[src/verilog/epw_consts.svh]
`ifndef EPW_CONSTS_SVH
`define EPW_CONSTS_SVH
// register byte addresses, one aligned word each
`define EPW_ADDR_UNIT_CONTROL 12'h000
`define EPW_ADDR_SHUTDOWN_CONTROL 12'h004
`define EPW_ADDR_RESTART_DELAY 12'h008
`define EPW_ADDR_DUTY_LOW 12'h00C
`define EPW_ADDR_DUTY_HIGH 12'h010
`define EPW_ADDR_TBA_COUNT 12'h014
`define EPW_ADDR_TBA_CONTROL 12'h018
`define EPW_ADDR_TBA_PERIOD 12'h01C
`define EPW_ADDR_TBB_COUNT 12'h020
`define EPW_ADDR_TBB_CONTROL 12'h024
`define EPW_ADDR_TBB_PERIOD 12'h028
`define EPW_ADDR_OPEN_DRAIN 12'h02C
`define EPW_ADDR_FLAGS 12'h030
`define EPW_ADDR_PIN_DIR 12'h034
`define EPW_ADDR_SYS_CTRL 12'h038
// field positions
`define EPW_UC_CFG_HI 7
`define EPW_UC_CFG_LO 6
`define EPW_UC_DCL_HI 5
`define EPW_UC_DCL_LO 4
`define EPW_UC_POL_AC 0
`define EPW_UC_POL_BD 1
`define EPW_SD_STATUS 7
`define EPW_SD_SRC_HI 6
`define EPW_SD_SRC_LO 4
`define EPW_SD_AC_HI 3
`define EPW_SD_AC_LO 2
`define EPW_SD_BD_HI 1
`define EPW_SD_BD_LO 0
`define EPW_DEL_RESTART 7
`define EPW_DEL_CNT_HI 6
`define EPW_TC_RUN 2
`define EPW_TC_PS_HI 1
`define EPW_TC_POST_HI 6
`define EPW_TC_POST_LO 3
`define EPW_FLAG_A_BIT 1
`define EPW_FLAG_B_BIT 3
`define EPW_SYS_ALT_BIT 4
`define EPW_SYS_TBSEL_BIT 0
`define EPW_TC_MASK 8'h7F
`define EPW_OD_MASK 8'h1F
`define EPW_RST_BYTE 8'h00
`define EPW_RST_PERIOD 8'hFF
`define EPW_RST_DIR 4'hF
// one instruction cycle is four oscillator periods
`define EPW_TCY_OSC 4
`endif

[src/verilog/epw_pkg.sv]
package epw_pkg;
    typedef enum logic [1:0] {
        EPW_CFG_SINGLE = 2'b00,
        EPW_CFG_FULL_FWD = 2'b01,
        EPW_CFG_HALF = 2'b10,
        EPW_CFG_FULL_REV = 2'b11
    } epw_cfg_t;
    typedef enum logic [1:0] {
        EPW_BUS_IDLE = 2'b00,
        EPW_BUS_ACCESS = 2'b01
    } epw_bus_t;
    typedef struct packed {
        logic [7:0] t_count;
        logic [7:0] t_ctrl;
        logic [7:0] t_period;
        logic [1:0] pre_cnt;
        logic [3:0] post_cnt;
    } epw_tb_t;
endpackage

[src/verilog/epw_unit.sv]
// Overview of operation
// - polarity per pair from control bits 1:0
// - period flag sets as each new period starts
// - pins high impedance after reset
// - output configuration from control bits 7:6
// - duty is duty byte plus bits 5:4
// - half-bridge dead band from delay bits 6:0
// - delay bit 7 enables auto-restart
// - period flags at flag bits 1 and 3
// - prescale bits 1:0, run bit 2
// - every reset: inputs and register reset values
// - open-drain register shares legacy timer address
// - all instances share layout and reset values
// - timer control: postscale 6:3, run, prescale
// - open-drain enables in low five bits
// - shutdown held whole period, resumes next
// - source field decode, 000 disables
// - shutdown state 00 low, 01 high, 1x float
// - dead band counted in instruction cycles
`include "epw_consts.svh"
module epw_unit (
    input wire logic sys_clk,
    input wire logic sys_rst,
    input wire logic psel,
    input wire logic penable,
    input wire logic pwrite,
    input wire logic [11:0] paddr,
    input wire logic [31:0] pwdata,
    output logic [31:0] prdata,
    output logic pready,
    output logic pslverr,
    input wire logic comparator_one,
    input wire logic comparator_two,
    input wire logic fault_input_pin_n,
    output logic [3:0] bridge_out,
    output logic [3:0] bridge_oe,
    output logic [3:0] bridge_open_drain,
    output logic period_match_flag,
    output logic second_period_match_flag
);
    import epw_pkg::*;

    // =========================================================
    // state
    typedef struct packed {
        logic [7:0] unit_control;
        logic [7:0] shutdown_control;
        logic [7:0] restart_and_delay;
        logic [7:0] duty_low_byte;
        logic [7:0] duty_high_byte;
        logic [7:0] open_drain_config;
        logic [7:0] sys_ctrl;
        logic [3:0] pin_direction_bit;
        epw_tb_t tb_a;
        epw_tb_t tb_b;
        logic flag_a;
        logic flag_b;
        logic [1:0] act_pol;
        logic [1:0] act_cfg;
        logic [9:0] act_duty;
        logic act_sd;
        logic [9:0] frac;
        logic pwm_raw;
        logic [6:0] dead_cnt;
        logic [3:0] out_q;
        logic [3:0] oe_q;
        logic [2:0] sync_a;
        logic [2:0] sync_b;
        logic [2:0] sync_c;
        logic [31:0] rdata;
    } epw_state_t;

    epw_state_t s;
    epw_state_t next_s;

    logic access;
    logic tb_sel;
    logic tb_tick;
    logic period_end;
    logic sd_cause;
    logic sd_evt;
    logic [1:0] pa;
    logic [1:0] pb;
    logic pa_act;
    logic pb_act;
    logic [3:0] act_lvl;
    logic [7:0] wb;
    logic tick_a;
    logic tick_b;
    logic wrap_a;
    logic wrap_b;

    assign pready = 1'b1;
    assign pslverr = 1'b0;
    assign access = psel && penable;
    assign wb = pwdata[7:0];
    assign tb_sel = s.sys_ctrl[`EPW_SYS_TBSEL_BIT];
    assign tb_tick = tb_sel ? tick_b : tick_a;
    assign period_end = tb_sel ? wrap_b : wrap_a;

    // =========================================================
    // timebase helper: prescale 1 for setting 00, else 1/4, by instruction cycle
    function automatic logic presc_done(input logic [7:0] ctrl, input logic [1:0] cnt);
        logic r;
        r = 1'b0;
        unique case (ctrl[`EPW_TC_PS_HI:0])
            2'b00: r = 1'b1;
            2'b01: r = (cnt == 2'h3);
            default: r = (cnt == 2'h3);
        endcase
        return r;
    endfunction

    assign tick_a = s.tb_a.t_ctrl[`EPW_TC_RUN] && presc_done(s.tb_a.t_ctrl, s.tb_a.pre_cnt);
    assign tick_b = s.tb_b.t_ctrl[`EPW_TC_RUN] && presc_done(s.tb_b.t_ctrl, s.tb_b.pre_cnt);
    assign wrap_a = tick_a && (s.tb_a.t_count == s.tb_a.t_period);
    assign wrap_b = tick_b && (s.tb_b.t_count == s.tb_b.t_period);

    // =========================================================
    // shutdown source decode; fault pin is active low
    always_comb begin
        sd_cause = 1'b0;
        if (s.shutdown_control[4] && s.sync_a[2]) begin
            sd_cause = 1'b1;
        end
        if (s.shutdown_control[5] && s.sync_b[2]) begin
            sd_cause = 1'b1;
        end
        if (s.shutdown_control[6] && !s.sync_c[2]) begin
            sd_cause = 1'b1;
        end
    end
    assign sd_evt = sd_cause;

    // =========================================================
    // output stage
    assign pa = s.shutdown_control[`EPW_SD_AC_HI:`EPW_SD_AC_LO];
    assign pb = s.shutdown_control[`EPW_SD_BD_HI:`EPW_SD_BD_LO];
    assign pa_act = ~s.act_pol[`EPW_UC_POL_AC];
    assign pb_act = ~s.act_pol[`EPW_UC_POL_BD];

    always_comb begin
        act_lvl = 4'h0;
        unique case (s.act_cfg)
            EPW_CFG_SINGLE: act_lvl = {1'b0, 1'b0, 1'b0, s.pwm_raw};
            EPW_CFG_FULL_FWD: act_lvl = {s.pwm_raw, 1'b0, 1'b0, 1'b1};
            EPW_CFG_HALF: act_lvl = {1'b0, 1'b0, ~s.pwm_raw & (s.dead_cnt == 7'h00),
                                     s.pwm_raw & (s.dead_cnt == 7'h00)};
            EPW_CFG_FULL_REV: act_lvl = {1'b0, 1'b1, s.pwm_raw, 1'b0};
        endcase
    end

    // =========================================================
    // next-state logic
    always_comb begin
        next_s = s;
        next_s.sync_a = {s.sync_a[1:0], comparator_one};
        next_s.sync_b = {s.sync_b[1:0], comparator_two};
        next_s.sync_c = {s.sync_c[1:0], fault_input_pin_n};

        // timebases: count only while running
        next_s.tb_a.pre_cnt = s.tb_a.t_ctrl[`EPW_TC_RUN] ? s.tb_a.pre_cnt + 2'h1 : 2'h0;
        next_s.tb_b.pre_cnt = s.tb_b.t_ctrl[`EPW_TC_RUN] ? s.tb_b.pre_cnt + 2'h1 : 2'h0;
        if (tick_a) begin
            next_s.tb_a.t_count = wrap_a ? 8'h00 : s.tb_a.t_count + 8'h01;
        end
        if (tick_b) begin
            next_s.tb_b.t_count = wrap_b ? 8'h00 : s.tb_b.t_count + 8'h01;
        end
        if (wrap_a) begin
            next_s.tb_a.post_cnt = s.tb_a.post_cnt + 4'h1;
        end
        if (wrap_b) begin
            next_s.tb_b.post_cnt = s.tb_b.post_cnt + 4'h1;
        end

        // fractional duty counter spans period in quarter units, four per timer tick
        if (tb_tick) begin
            next_s.frac = period_end ? 10'h000 : s.frac + 10'h004;
        end
        next_s.pwm_raw = (s.frac < s.act_duty) && (s.act_cfg != 2'b00 || 1'b1);

        if (s.pwm_raw != next_s.pwm_raw) begin
            next_s.dead_cnt = s.restart_and_delay[`EPW_DEL_CNT_HI:0];
        end else if (s.dead_cnt != 7'h00) begin
            next_s.dead_cnt = s.dead_cnt - 7'h01;
        end

        // period boundary: latch settings and shutdown status
        if (period_end) begin
            next_s.act_pol = s.unit_control[1:0];
            next_s.act_cfg = s.unit_control[`EPW_UC_CFG_HI:`EPW_UC_CFG_LO];
            next_s.act_duty = {s.duty_low_byte,
                               s.unit_control[`EPW_UC_DCL_HI:`EPW_UC_DCL_LO]};
            next_s.duty_high_byte = s.duty_low_byte;
            next_s.act_sd = s.shutdown_control[`EPW_SD_STATUS];
        end

        // postscale counters, cleared on the period match that reaches the postscale setting
        if (wrap_a && s.tb_a.post_cnt == s.tb_a.t_ctrl[`EPW_TC_POST_HI:`EPW_TC_POST_LO]) begin
            next_s.tb_a.post_cnt = 4'h0;
        end
        if (wrap_b && s.tb_b.post_cnt == s.tb_b.t_ctrl[`EPW_TC_POST_HI:`EPW_TC_POST_LO]) begin
            next_s.tb_b.post_cnt = 4'h0;
        end

        // bus writes
        if (access && pwrite) begin
            unique case (paddr)
                `EPW_ADDR_UNIT_CONTROL: next_s.unit_control = wb;
                `EPW_ADDR_SHUTDOWN_CONTROL: begin
                    // status bit write is blocked while a shutdown cause is active
                    next_s.shutdown_control[6:0] = wb[6:0];
                    if (!sd_cause) begin
                        next_s.shutdown_control[`EPW_SD_STATUS] = wb[`EPW_SD_STATUS];
                    end
                end
                `EPW_ADDR_RESTART_DELAY: next_s.restart_and_delay = wb;
                `EPW_ADDR_DUTY_LOW: next_s.duty_low_byte = wb;
                `EPW_ADDR_TBA_COUNT: next_s.tb_a.t_count = wb;
                `EPW_ADDR_TBA_CONTROL: begin
                    if (s.sys_ctrl[`EPW_SYS_ALT_BIT]) begin
                        next_s.open_drain_config = wb & `EPW_OD_MASK;
                    end else begin
                        next_s.tb_a.t_ctrl = wb & `EPW_TC_MASK;
                    end
                end
                `EPW_ADDR_TBA_PERIOD: next_s.tb_a.t_period = wb;
                `EPW_ADDR_TBB_COUNT: next_s.tb_b.t_count = wb;
                `EPW_ADDR_TBB_CONTROL: next_s.tb_b.t_ctrl = wb & `EPW_TC_MASK;
                `EPW_ADDR_TBB_PERIOD: next_s.tb_b.t_period = wb;
                `EPW_ADDR_FLAGS: begin
                    // write one to clear; a same-cycle set still wins below
                    if (wb[`EPW_FLAG_A_BIT]) begin
                        next_s.flag_a = 1'b0;
                    end
                    if (wb[`EPW_FLAG_B_BIT]) begin
                        next_s.flag_b = 1'b0;
                    end
                end
                `EPW_ADDR_PIN_DIR: next_s.pin_direction_bit = wb[3:0];
                `EPW_ADDR_SYS_CTRL: next_s.sys_ctrl = wb;
                default: next_s.sys_ctrl = s.sys_ctrl;
            endcase
        end

        // flag set wins over clear
        if (wrap_a) begin
            next_s.flag_a = 1'b1;
        end
        if (wrap_b) begin
            next_s.flag_b = 1'b1;
        end

        // hardware sets status on event; auto-restart clears it once cause is gone
        if (sd_evt) begin
            next_s.shutdown_control[`EPW_SD_STATUS] = 1'b1;
        end else if (s.restart_and_delay[`EPW_DEL_RESTART] &&
                     s.shutdown_control[`EPW_SD_STATUS] && !sd_cause) begin
            next_s.shutdown_control[`EPW_SD_STATUS] = 1'b0;
        end

        // output drive: shutdown acts at once on event, then holds for a period
        for (int i = 0; i < 4; i++) begin
            logic [1:0] st;
            st = (i == 0 || i == 2) ? pa : pb;
            if (sd_evt || s.act_sd) begin
                next_s.out_q[i] = st[0];
                next_s.oe_q[i] = ~st[1] & ~s.pin_direction_bit[i];
            end else begin
                next_s.out_q[i] = act_lvl[i] ^ ~((i == 0 || i == 2) ? pa_act : pb_act);
                next_s.oe_q[i] = ~s.pin_direction_bit[i];
            end
        end

        // read mux
        next_s.rdata = 32'h0000_0000;
        if (psel && !penable && !pwrite) begin
            unique case (paddr)
                `EPW_ADDR_UNIT_CONTROL: next_s.rdata[7:0] = s.unit_control;
                `EPW_ADDR_SHUTDOWN_CONTROL: next_s.rdata[7:0] = s.shutdown_control;
                `EPW_ADDR_RESTART_DELAY: next_s.rdata[7:0] = s.restart_and_delay;
                `EPW_ADDR_DUTY_LOW: next_s.rdata[7:0] = s.duty_low_byte;
                `EPW_ADDR_DUTY_HIGH: next_s.rdata[7:0] = s.duty_high_byte;
                `EPW_ADDR_TBA_COUNT: next_s.rdata[7:0] = s.tb_a.t_count;
                `EPW_ADDR_TBA_CONTROL: next_s.rdata[7:0] = s.sys_ctrl[`EPW_SYS_ALT_BIT] ?
                    s.open_drain_config : s.tb_a.t_ctrl;
                `EPW_ADDR_TBA_PERIOD: next_s.rdata[7:0] = s.tb_a.t_period;
                `EPW_ADDR_TBB_COUNT: next_s.rdata[7:0] = s.tb_b.t_count;
                `EPW_ADDR_TBB_CONTROL: next_s.rdata[7:0] = s.tb_b.t_ctrl;
                `EPW_ADDR_TBB_PERIOD: next_s.rdata[7:0] = s.tb_b.t_period;
                `EPW_ADDR_FLAGS: next_s.rdata[7:0] = {4'h0, s.flag_b, 1'b0, s.flag_a, 1'b0};
                `EPW_ADDR_PIN_DIR: next_s.rdata[7:0] = {4'h0, s.pin_direction_bit};
                `EPW_ADDR_SYS_CTRL: next_s.rdata[7:0] = s.sys_ctrl;
                default: next_s.rdata = 32'h0000_0000;
            endcase
        end
    end

    // =========================================================
    // registers; every reset restores the same defaults
    always_ff @(posedge sys_clk or posedge sys_rst) begin
        if (sys_rst) begin
            s <= '0;
            s.tb_a.t_period <= `EPW_RST_PERIOD;
            s.tb_b.t_period <= `EPW_RST_PERIOD;
            s.pin_direction_bit <= `EPW_RST_DIR;
            s.sync_c <= 3'h7;
        end else begin
            s <= next_s;
        end
    end

    assign prdata = s.rdata;
    assign bridge_out = s.out_q;
    assign bridge_oe = s.oe_q;
    assign bridge_open_drain = s.open_drain_config[3:0];
    assign period_match_flag = s.flag_a;
    assign second_period_match_flag = s.flag_b;
endmodule

[config.mk]
export PLATFORM = sky130hd
export DESIGN_NAME = epw_unit
export DESIGN_NICKNAME = d
export VERILOG_FILES = /design/src/verilog/epw_pkg.sv /design/src/verilog/epw_unit.sv
export VERILOG_INCLUDE_DIRS = /design/src /design/src/verilog
export SDC_FILE = /design/constraint.sdc
export NUM_CORES = 1
export LEC_CHECK = 0
export ABC_AREA = 1
export BUFFER_PORTS_ARGS = -buffer_cell sky130_fd_sc_hd__buf_4
export CORE_MARGIN = 3
export CORE_UTILIZATION = 53
export CTS_CLUSTER_DIAMETER = 100
export DETAILED_ROUTE_END_ITERATION = 16
export PLACE_DENSITY_LB_ADDON = 0.08
export REMOVE_ABC_BUFFERS = 1
export SYNTH_ARGS = -nofsm -noshare
export SYNTH_HDL_FRONTEND = slang
export SYNTH_SLANG_ARGS = --single-unit
[constraint.sdc]
create_clock -name sys_clk -period 5 [get_ports sys_clk]
set_input_delay 0.5 -clock sys_clk [delete_from_list [all_inputs] [get_ports sys_clk]]
set_output_delay 0.5 -clock sys_clk [all_outputs]
set_load 0.01 [all_outputs]
# Word-level counts from Yosys, hierarchy flattened
# Cells that the tools add are included.
# totals
ram_bits	0
reg_bits	191
memories	0
romBits	0
wordCells	174
output_inout_bits	48
input_bits	52
latch_bits	0
# classes
div	0
addsub	6
order_cmp	1
multipliers	0
muxes	49
eq_ne	21
shift	0
reduce_logical	47
bitwise	18
# ops
op	count
8-bit one-hot mux with 14 select lines	1
8-bit 2-to-1 mux	12
12-bit by 6-bit == test with 1-bit output, second input constant	6
24-bit 2-to-1 mux	3
12-bit by 5-bit == test with 1-bit output, second input constant	4
7-bit 2-to-1 mux	6
12-bit by 4-bit == test with 1-bit output, second input constant	2
1-bit 2-to-1 mux	21
2-bit AND reduction	10
8-bit by 1-bit adder with 8-bit output, second input constant	2
8-bit == test	2
4-bit one-hot mux with 4 select lines	1
2-bit nonzero test	7
1-bit logical AND	13
12-bit by 3-bit == test with 1-bit output, second input constant	1
12-bit zero test	1
3-bit AND reduction	4
10-bit by 3-bit adder with 10-bit output, second input constant	1
10-bit less-than comparator	1
10-bit 2-to-1 mux	1
2-bit == test, second input constant	4
2-bit 2-to-1 mux	4
1-bit inverter	8
7-bit zero test	1
11 further kinds	26

# Logic depth before layout (Yosys ltp)
# Gate-level depths: netlist (run 1).
# depth
depth_word	8
depth_mapped	12
mapped_depth_nobuf	11

# Worst setup path before layout (run 1)
# No wires, ideal clock.
# synth_timing
kind	register -> register
from	reg s[62] in the netlist's numbering
to	reg s[51] in the netlist's numbering
setup_time_ps	126
required_ps	4874
path_buffers	1
stages_incl_launch_ff	11
path_slack_ps	3333
period_less_slack_ps	1667
t_arrival_ps	1541
path_cell_list	dfrtp_1 > ha_1 > a21oi_1 > o21ai_0 > nand2_1 > nand3_1 > nand2_1 > nand2_1 > buf_2 > nor2_1 > a21oi_1
# synth_between
elab_chain_len	3
elab_cells_between_ends	4
cone_classes	1 x order compare; 1 x eq/ne; 1 x mux; 1 x reduce/logical
# synth_lines
item	line_no	source
from (decl)	epw_unit.sv:73	epw_state_t s;
from (signal assigned)	epw_unit.sv:310	s <= next_s;
10-bit less-than comparator *	epw_unit.sv:181	next_s.pwm_raw = (s.frac < s.act_duty) && (s.act_cfg != 2'b00 || 1'b1);
1-bit != test *	epw_unit.sv:183	if (s.pwm_raw != next_s.pwm_raw) begin
7-bit 2-to-1 mux or 2-bit nonzero test (tied branches)	-	
# Every way passes the cells marked *; elsewhere a longest branch is shown, timed or not.
# A chain may end at the register's enable or synchronous reset.

# Final worst setup path (run 1)
# layout_timing
from	in paddr[7]
to	reg s[154] in the netlist's numbering
# layout_between
elab_chain_len	2
# layout_lines
item	line_no	source
from (decl)	epw_unit.sv:27	input wire logic [11:0] paddr,
12-bit by 6-bit == test with 1-bit output	epw_unit.sv:209	unique case (paddr)
2-bit AND reduction (no line)	-	
# No other way between the ends.

==> results by group, run 1 <==
Timing
  • Final Slew Violations: 0
  • Hold_ws: 0.170 ns
  • Worst-margin pin slew: 0.985 ns
  • Fmax: 462 MHz
  • Setup Skew: 0.0104 ns
  • Hold Fails Final Rpt: 0
  • Final setup violation count: 0
  • Max-slew headroom: 34.1%
  • Setup TNS: 0 ns
  • Post-route minimum period: 2.16 ns
  • RSZ-0062 raised after global routing: false
  • Ratio of final minimum period to clock period: 43.3%

Clocking
  • Clock latency at the later pin of the worst-skew pair: 0.44 ns
  • Hold buffer count at cts: 0
  • TritonCTS Buffers: 17
  • CTS H-tree depth: 4
  • Post-CTS sizing: 0
  • CTS tree: yes
  • Clk pin slew, worst setup/hold paths: 0.06 ns
  • TritonCTS Sinks: 157
  • CTS Buffer Depth: 2
  • Clock Tree Root: clkbuf_16
  • Post-CTS Setup Inserts: 0

Place
  • Gpl congestion: 0.915
  • Area post-placement: 0.00886 mm^2
  • Placed Cells: 1290
  • IO buf count: 49
  • Hpwl dp: 16400 um

Global route
  • Vias in the first global route: 6566
  • Largest net degree at the start of global routing: 78
  • Total GRT Usage: 26.9%
  • Initial antenna violation count: 0
  • Total gr overflow: 0
  • First-pass GRT wire length: 36700 um

Logic synthesis
  • Cell count after synthesis: 1076
  • Post-synth cell types: 40
  • Synth Area per Inst: 8.04 um^2
  • Post-synthesis register bit count: 157
  • Seq/Total Area, Yosys: 45.8%
  • Mapped Area: 0.00865 mm^2
  • Synth warn: 0

Final layout
  • Sequential standard cell area: 0.00396 mm^2
  • Final cell count without fillers: 1322
  • Filler Cells Inserted: 1491
  • Multi-input gate area: 0.00389 mm^2
  • Final Instance Area: 0.00939 mm^2
  • ANT cells: 0
  • Area grow syn2layout: 8.61%
  • Share of layout cells above drive strength 1: 15.2%
  • Final layout net count: 1160

Setup path
  • CP peak stage delay: 0.77 ns
  • CP bufs+invs: 3
  • Worst Setup SP: paddr[7]
  • WP data arrival: 2.45 ns
  • Critical Path, Cell by Cell: buf_4 > inv_1 > nand2_1 > nor2_1 > inv_1 > nor2_4 > nand2_2 > nand2_1 > o21ai_1
  • Critical path class: input pin to register
  • Startpoint types: input pin
  • Critical path's top delay family: simple AND/OR/NAND/NOR gates
  • Worst Path Required: 5.29 ns
  • Worst setup EP type: register
  • CP max FO: 16
  • Slowest CP cell: nor2_1
  • RR Startpoint: s[62]

Floorplanning
  • # IOs: 100
  • Row count: 46
  • Die Ht: 134 um
  • Core box area: 0.0159 mm^2
  • Die ar.: 0.0179 mm^2
  • Initial core utilization: 54.3%
  • Die X: 134 um

Drt
  • Drt first pass iters: 7
  • Vias: 7125
  • Number of vias per cell: 5.39
  • Remaining DRCs: 0
  • WL/cell: 17.4 um
  • DR iter-0 viols: 678
  • Post-DRT Antenna Nets: 0
  • Routed wire length: 23000 um

Power and ir drop
  • Worst VDD drop: 0.000247 V
  • Pleak: 4.55 nW
  • Pwr per Cell Area: 296 mW/mm^2

Status
  • Status: complete, no violations

Min path
  • Worst hold start: comparator_one
  • Worst hold path class: input pin to register

Flow run
  • Max cap viols: 0
cells by family after synthesis:
family / share of synthesized area [%]
other: 0.0868
AO/OA/AOI/OAI: 8.90
XOR/XNOR: 3.63
flip-flops: 45.8
buffers and inverters: 10.3
AND/OR/NAND/NOR: 29.2
adder cells (fa/ha/maj): 2.17
synthesized netlist by cell type, drive strengths merged:
cell | n | area [um^2]
a211oi | 1 | 7.51
a21o | 1 | 7.51
a21oi | 16 | 80.1
a31oi | 3 | 18.8
and2 | 3 | 21.3
buf | 73 | 538
clkbuf | 7 | 26.3
conb | 2 | 7.51
dfrtp | 134 | 3350
dfstp | 23 | 604
ha | 15 | 188
inv | 86 | 323
nand2 | 315 | 1240
nand3 | 75 | 385
nand3b | 3 | 22.5
nand4 | 41 | 263
nor2 | 118 | 572
nor3 | 2 | 10.0
nor3b | 2 | 15.0
o21a | 1 | 7.51
o21ai | 108 | 567
o21bai | 5 | 37.5
o22ai | 7 | 43.8
xnor2 | 15 | 139
xor2 | 20 | 175
per-layer routing:
metal	track usage (%)	routed length, um	up-vias
li1	-	-	3458
met5	0	0	-
met1	40.2	10600	3381
met4	9.26	620	0
met3	5.82	1600	43
met2	38.8	10200	243
report_power, final:
group / internal, mW / switching [mW] / total, mW
Sequential: 1.31 / 0.0263 / 1.34
Combinational: 0.0846 / 0.158 / 0.243
Clock: 0.653 / 0.548 / 1.20
Total: 2.05 / 0.733 / 2.78
worst reg2reg max path, delay by kind of cell (launching register included):
family	cells	cell delay, ns
buffers and inverters	1	0.03
AO/OA/AOI/OAI	2	0.39
adder cells (fa/ha/maj)	1	0.33
AND/OR/NAND/NOR	6	0.80
flip-flops	1	0.46
final timing paths:
kind                               to  depth (start not counted)  slack, ns
setup / recovery               s[154]                          9       2.84
hold / removal             next_s[39]                          1       0.17
hold reg to reg            next_s[40]                          0       0.35
min in group asynchronous  next_s[36]                          2       0.18
setup reg to reg                s[55]                         10       2.91
max in group asynchronous      s[120]                          3       3.77
cell type report:
class,instances,share of cell area (%)
inverters,86,3.49
multi-input cells,777,41.5
flip-flops and latches,157,42.1
clock inverters,11,0.932
well taps,216,2.88
clock buffers,21,4.79
repair buffers,54,4.32
state kept, by name, summed over array words and instances (netlist names):
register,flops
second_period_match_flag,1
s,125
next_s,6
pa,2
period_match_flag,1
bridge_oe,4
bridge_out,4
bridge_open_drain,4
pb,2
prdata,8
placed cells by master (no fill, tap or decap), drive strengths merged:
cell type,instances
a21o,1
nor3,2
nand4,41
clkbuf,21
o21a,1
o22ai,7
conb,26
a211oi,1
and2,3
ha,15
a31oi,3
clkinv,4
o21bai,5
inv,89
nand3b,3
dfstp,23
xnor2,15
nor3b,2
nand3,75
dfrtp,134
a21oi,16
buf,54
nand2,315
clkinvlp,4
nor2,118
o21ai,108
xor2,20
through the flow:
| stage | total power, mW | setup WS (ns) | utilization (%) |
|---|---|---|---|
| 3_5_place_dp | 1.60 | 2.45 | 55.5 |
| 2_1_floorplan | 1.53 | 0.303 | - |
| 5_1_grt | 2.89 | 2.63 | 58.9 |
| 6_report | 2.78 | 2.84 | 58.9 |
| 4_1_cts | 2.79 | 2.88 | 58.9 |
| 3_3_place_gp | 1.60 | 2.47 | 55.5 |
(Power assumes the default switching activity.)
==> run 2, diff against run 1 <==
Settings changed: ABC_AREA 1 to 0, CORE_UTILIZATION 53 to 55.
Clock period 5 ns to 2.3 ns, I/O delays scaled along.
==> run 2 against run 1 <==
Against the previous run: total power increased by 140%; sequential power grew 120%; non-clock buffer count rose by 53; largest cell class unchanged; highest routed layer unchanged.
==> results by group, run 2 <==
Logic synthesis
  • Area leader, netlist: dfrtp_1
  • Post-synth ARST share: 100% (unchanged)
  • Seq/Total Area, Yosys: 47.8% (+2.0 points)
  • Top cells by count, synth: 134 x dfrtp_1, 110 x mux2_2, 61 x nand2_1, 46 x buf_4, 29 x nor2_1
  • Post-synthesis register bit count: 157 (unchanged)
  • Synth Area per Inst: 11.3 um^2 (+40%)
  • Cell count after synthesis: 736 (-32%)
  • Dominant cells by area after synthesis: dfrtp_1 40%, mux2_2 15%, dfstp_2 7.3%
  • Yosys top cell area share: 40.5% (+1.7 points)
  • Most used DFF post-synth: dfrtp_1
  • Synth warn: 0 (unchanged)
  • Mapped Area: 0.00829 mm^2 (-4.2%)
  • Post-synth EDFFs: 0 (unchanged)
  • Most common cell in the netlist: dfrtp_1
  • Post-synth cell types: 61 (+53%)

Setup path
  • Stages on worst setup path: 6 (-3)
  • Critical path class: register to register
  • RR Startpoint: s[122]
  • Most common cell on crit path: mux2_2
  • CP peak stage delay: 0.58 ns (-0.19 ns)
  • Critical path's top delay family: multiplexers
  • CP bufs+invs: 1 (-2)
  • Reg2reg path depth: 6 (-4)
  • Worst setup EP type: register
  • Startpoint types: register
  • Critical Path, Cell by Cell: xnor2_1 > nand4_1 > nor3_2 > buf_4 > mux2_2 > mux2_2
  • WP data arrival: 2.48 ns (+0.03 ns)
  • RR Endpoint: s[165]
  • Slowest CP cell: dfstp_2
  • Worst Path Required: 2.60 ns (-2.69 ns)
  • R2r setup slk: 0.12 ns (-2.79 ns)
  • CP max FO: 9 (-7)

Clocking
  • Clock Tree Root: clkbuf_16
  • CTS tree: yes
  • Clock latency at the later pin of the worst-skew pair: 0.42 ns (-0.02 ns)
  • Clk pin slew, worst setup/hold paths: 0.06 ns (about the same)
  • TritonCTS Buffers: 17 (unchanged)
  • TritonCTS Sinks: 157 (unchanged)
  • Post-CTS Setup Inserts: 0 (unchanged)
  • CTS Buffer Depth: 2 (unchanged)
  • CTS H-tree depth: 4 (unchanged)

Floorplanning
  • Core box area: 0.0146 mm^2 (-8.1%)
  • Row count: 44 (-4.3%)
  • # IOs: 100 (unchanged)
  • Die X: 129 um (-3.7%)
  • Die ar.: 0.0166 mm^2 (-7.4%)
  • Initial core utilization: 56.6% (+2.3 points)
  • Die Ht: 129 um (-3.7%)

Power and ir drop
  • Worst VDD drop: 0.000651 V (+160%)
  • Net load switching power: 1.53 mW (+110%)
  • Pwr per Cell Area: 694 mW/mm^2 (+130%)
  • Flop pwr share: 43.4% (-4.7 points)
  • Clock network power share: 47.1% (+3.9 points)
  • Logic pwr share: 9.4% (+0.7 points)
  • Pleak: 4.25 nW (-6.6%)
  • Switching share of power: 22.8% (-3.6 points)
  • Cell Int Power: 5.18 mW (+150%)
  • Final Power: 6.71 mW (+140%)

Place
  • Hpwl dp: 16200 um (-1.4%)
  • Gpl congestion: 0.983 (+7.5%)
  • IO buf count: 49 (unchanged)
  • Dpl ws: -0.00555 ns (-2.46 ns)
  • Area post-placement: 0.00895 mm^2 (+1.0%)

Timing
  • Worst-margin pin slew: 0.690 ns (-0.295 ns)
  • Post-route minimum period: 2.18 ns
  • Final setup violation count: 0 (unchanged)
  • Final Slew Violations: 0 (unchanged)
  • Max-slew headroom: 53.1% (+19 points)
  • Ratio of final minimum period to clock period: 94.7%
  • Fmax: 459 MHz
  • Hold_ws: 0.141 ns (-0.0294 ns)
  • Fin worst setup slack: 0.122 ns (-2.72 ns)
  • Hold Fails Final Rpt: 0 (unchanged)
  • Setup Skew: 0.00857 ns (-0.00180 ns)
  • RSZ-0062 raised after global routing: false

Min path
  • Hold endpoint: s[143]
  • Worst hold path class: input pin to register
  • Worst hold start: pwdata[7]
  • Hold path depth: 3 (+2)

Flow run
  • Max cap viols: 0 (unchanged)

Global route
  • Initial antenna violation count: 1 (+1)
  • Total gr overflow: 0 (unchanged)
  • Largest net degree at the start of global routing: 54 (-31%)
  • First-pass GRT wire length: 35000 um (-4.6%)
  • Vias in the first global route: 6060 (-7.7%)
  • Total GRT Usage: 28.2% (+1.3 points)

Status
  • Status: complete, no violations

Final layout
  • ANT cells: 0 (unchanged)
  • Final core occ: 66.0% (+7.1 points)
  • Max reg flops: 125 (unchanged)
  • Biggest register: s
  • Most frequent cells in the layout: 134 x dfrtp_1, 110 x mux2_2, 100 x buf_4, 61 x nand2_1, 29 x nor2_1
  • Final Instance Area: 0.00966 mm^2 (+2.9%)
  • Final layout net count: 874 (-25%)
  • Area grow syn2layout: 16.6%
  • Share of layout cells above drive strength 1: 35.7% (+21 points)
  • Commonest non-fill, non-tap cell in the layout: dfrtp_1

Drt
  • Vias: 6091 (-15%)
  • Post-DRT Antenna Nets: 0 (unchanged)
  • Remaining DRCs: 0 (unchanged)
  • DR iter-0 viols: 447 (-34%)
  • Drt first pass iters: 5 (-2)
  • WL/cell: 22.4 um (+29%)
  • Number of vias per cell: 6.07 (+13%)
  • Routed wire length: 22500 um (-2.3%)
-- run 2: cell count changes in the layout (fill, tap and decap cells not counted), sizes merged, moves of 18 or more --
cell,before,now
buf,54,103
inv,89,21
mux2,0,110
nand2,315,61
nand3,75,17
nand4,41,15
nor2,118,34
o21ai,108,20
o31ai,0,18
-- run 2: routing by layer --
metal | vias up | global-route usage (%) | share of wire [%]
met3 | 39 | 5.31 | 6.2
met2 | 228 | 43.4 | 47
met1 | 3098 | 40.6 | 45
li1 | 2726 | - | -
met5 | - | 0 | 0
met4 | 0 | 8.89 | 2.1
-- run 2: final cells by class --
class | count | area, um^2
flip-flops and latches | 157 | 3960
repair buffers | 107 | 851
fillers | 1154 | 4980
inverters | 20 | 80.1
multi-input cells | 504 | 3880
clock buffers | 21 | 450
clock inverters | 11 | 213
well taps | 184 | 230
-- run 2: power groups by stage --
stage               sequential (mW)  combinational (mW)  clock [mW]
CTS                            2.91               0.631        3.21
global route                   2.92               0.701        3.32
global placement               2.95               0.597           0
floorplan                      2.95               0.378           0
finish                         2.91               0.632        3.16
detailed placement             2.96               0.620           0
-- run 2: cells by family after synthesis --
logic type / count (synthesis) / share of synthesized area, %
and+or+nand+nor: 181 / 12.2
DFF: 157 / 47.8
muxes: 121 / 16.9
AOI/OAI and AO/OA: 120 / 9.80
buffers and inverters: 99 / 6.64
xor gates and xnor gates: 41 / 4.33
adders and majority gates: 15 / 2.27
other: 2 / 0.0906
-- run 2: worst max-delay path by stage --
stage,from,endpoint,slack (ns)
floorplan,sys_rst,bridge_oe[0],-2.13
global placement,s[60],s[49],-0.01
detailed placement,s[88],s[80],-0.006
CTS,s[60],s[53],0.06
global route,s[60],s[51],0.01
finish,s[122],s[165],0.12
-- run 2: through the flow --
| stage | std cells | TNS (ns) |
|---|---|---|
| 2_1_floorplan | 681 | -307.38 |
| 6_report | 1004 | 0 |
| 4_1_cts | 1004 | 0 |
| 5_1_grt | 1004 | 0 |
| 3_3_place_gp | 968 | -0.0608 |
| 3_5_place_dp | 968 | -0.0251 |
-- run 2: repair_timing --
action,4_1_cts,5_1_grt
endpoints found under the hold margin,45,0
hold buffers,4,0
resized for setup,2,2
endpoints found under the setup margin,14,6
-- run 2: worst min-delay path, stage by stage --
cell and delay (ns):
buf_4 0.17, nand2_1 0.07, o31ai_1 0.06
==> run 3, diff against run 2 <==
Settings changed: CORE_UTILIZATION 55 to 40.
==> run 3 against run 2 <==
Against the previous run: hold slack improved by 0.0063 ns; sequential power barely moved; total power fell by 4.6%; first-iteration DRC count fell by 11%; sequential share of layout area fell by 0.27 points; combinational power fell by 1%; non-clock buffer count rose by 2; final cell count rose by 8.8%; fmax fell by 1.8%; die area rose by 36%; critical path type unchanged; largest cell class unchanged.
==> results by group, run 3 (synthesis results as in run 2) <==
Final layout
  • ANT cells: 0 (unchanged)
  • Area grow syn2layout: 17.4%
  • Biggest register: s
  • Commonest non-fill, non-tap cell in the layout: dfrtp_1
  • Final cell count without fillers: 1092 (+8.8%)
  • Share of layout cells above drive strength 1: 35.9% (+0.16 points)
  • Filler Cells Inserted: 1892 (+64%)
  • Max reg flops: 125 (unchanged)
  • Final layout net count: 876 (+0.23%)
  • Final Instance Area: 0.00973 mm^2 (+0.67%)
  • Most frequent cells in the layout: 134 x dfrtp_1, 110 x mux2_2, 102 x buf_4, 61 x nand2_1, 29 x nor2_1
  • Final core occ: 47.9% (-18 points)

Setup path
  • Critical path class: register to register
  • Slowest CP cell: dfrtp_1
  • CP max FO: 7 (-2)
  • WP data arrival: 2.53 ns (+0.05 ns)
  • Critical path's top delay family: compound AO/OA/AOI/OAI gates
  • Reg2reg path depth: 7 (+1)
  • Stages on worst setup path: 7 (+1)
  • Worst Path Required: 2.61 ns (about the same)
  • CP peak stage delay: 0.39 ns (-0.19 ns)
  • Worst setup EP type: register
  • Startpoint types: register
  • Critical Path, Cell by Cell: ha_1 > a2111oi_4 > o31ai_1 > a21oi_2 > xnor2_1 > buf_4 > mux2_2
  • CP bufs+invs: 1 (unchanged)

Place
  • Dpl ws: -0.0675 ns (-0.0619 ns)
  • IO buf count: 49 (unchanged)
  • Hpwl dp: 17000 um (+5.1%)
  • Placed Cells: 1055 (+9.0%)
  • Gpl congestion: 0.918 (-6.7%)
  • Area post-placement: 0.00906 mm^2 (+1.3%)

Timing
  • Hold Fails Final Rpt: 0 (unchanged)
  • Setup Skew: 0.0150 ns (+0.00645 ns)
  • Final setup violation count: 0 (unchanged)
  • Post-route minimum period: 2.22 ns (+0.0404 ns)
  • Fin worst setup slack: 0.0814 ns (-0.0404 ns)
  • Fmax: 451 MHz (-1.8%)
  • Ratio of final minimum period to clock period: 96.5% (+1.8 points)
  • Worst-margin pin slew: 0.655 ns (-0.0353 ns)
  • Final Slew Violations: 0 (unchanged)
  • RSZ-0062 raised after global routing: false
  • Max-slew headroom: 55.5% (+2.4 points)
  • Setup TNS: 0 ns (unchanged)
  • Hold_ws: 0.147 ns (+0.00630 ns)

Min path
  • Worst hold path class: input pin to register
  • Hold path depth: 3 (unchanged)

Global route
  • Total gr overflow: 0 (unchanged)
  • GRT busiest layer: met2
  • First-pass GRT wire length: 35800 um (+2.5%)
  • GR Util met2: 32.9% (-10 points)
  • Largest net degree at the start of global routing: 60 (+11%)
  • Initial antenna violation count: 0 (-1)
  • Met3 GRT Util: 4.27% (-1.0 points)
  • Total GRT Usage: 21.3% (-6.8 points)
  • Vias in the first global route: 5994 (-1.1%)
  • Met1 global-route usage: 30.8% (-9.9 points)

Floorplanning
  • Row count: 52 (+18%)
  • Die X: 150 um (+16%)
  • Core box area: 0.0203 mm^2 (+39%)
  • Die Ht: 150 um (+16%)
  • # IOs: 100 (unchanged)
  • Initial core utilization: 40.8% (-16 points)
  • Die ar.: 0.0225 mm^2 (+36%)

Clocking
  • TritonCTS Buffers: 17 (unchanged)
  • CTS H-tree depth: 4 (unchanged)
  • TritonCTS Sinks: 157 (unchanged)
  • Clk pin slew, worst setup/hold paths: 0.06 ns (about the same)
  • Clock Tree Root: clkbuf_16
  • CTS tree: yes
  • CTS Buffer Depth: 2 (unchanged)
  • Clock latency at the later pin of the worst-skew pair: 0.43 ns (about the same)

Drt
  • Vias: 5992 (-1.6%)
  • Number of vias per cell: 5.49 (-9.6%)
  • Drt first pass iters: 5 (unchanged)
  • Post-DRT Antenna Nets: 0 (unchanged)
  • Routed wire length: 23200 um (+3.3%)
  • Remaining DRCs: 0 (unchanged)
  • WL/cell: 21.3 um (-5.0%)
  • DR iter-0 viols: 397 (-11%)

Flow run
  • Max cap viols: 0 (unchanged)

Power and ir drop
  • Pleak: 4.23 nW (-0.57%)
  • Final Power: 6.39 mW (-4.6%)
  • Pwr per Cell Area: 657 mW/mm^2 (-5.3%)
  • Worst VDD drop: 0.000461 V (-29%)

Status
  • Status: complete, no violations
[run 3: cell count changes in the layout (fill, tap and decap cells not counted)]
cell	delta
clkinvlp_4	+2
bufinv_16	-3
a2111oi_2	-1
a2111oi_4	+1
clkinv_2	+1
buf_4	+2
[run 3: worst min-delay path, stage by stage]
cell     delay (ns)
buf_4          0.16
nand2_1        0.07
o31ai_1        0.06
[run 3: where the power goes]
part           total (mW)  internal (mW)  switching (mW)
combinational       0.623          0.259           0.364
sequential           2.91           2.85          0.0597
clock                2.86           1.73            1.13
total                6.39           4.84            1.55
[run 3: timing repair]
item,4_1_cts,5_1_grt
resized for setup,3,2
hold endpoints to repair,41,0
setup endpoints to repair,14,6
pin swaps,0,1
hold buffers,4,0
buffers inserted,0,1
[run 3: worst paths after layout]
check | slack, ns | end | startpoint
max | 0.08 | s[53] | s[60]
min | 0.15 | s[113] | pwdata[7]
max reg2reg | 0.08 | s[53] | s[60]
min reg2reg | 0.35 | s[37] | next_s[37]
max in group asynchronous | 1.18 | s[147] | sys_rst
min in group asynchronous | 0.40 | s[63] | sys_rst
[run 3: area by class of cell]
class | instances | area (um^2) | area share (%)
Sequential cell | 157 | 3960 | 40.7
Multi-Input combinational cell | 504 | 3890 | 40.0
Timing Repair Buffer | 109 | 866 | 8.90
Clock buffer | 21 | 450 | 4.63
Tap cell | 270 | 338 | 3.47
Clock inverter | 11 | 143 | 1.47
Inverter | 20 | 80.1 | 0.823
[run 3: per-layer routing]
metal / vias up / routed length (um)
met2: 187 / 10900
met5: - / 0
li1: 2727 / -
met3: 30 / 1210
met1: 3048 / 10800
met4: 0 / 348
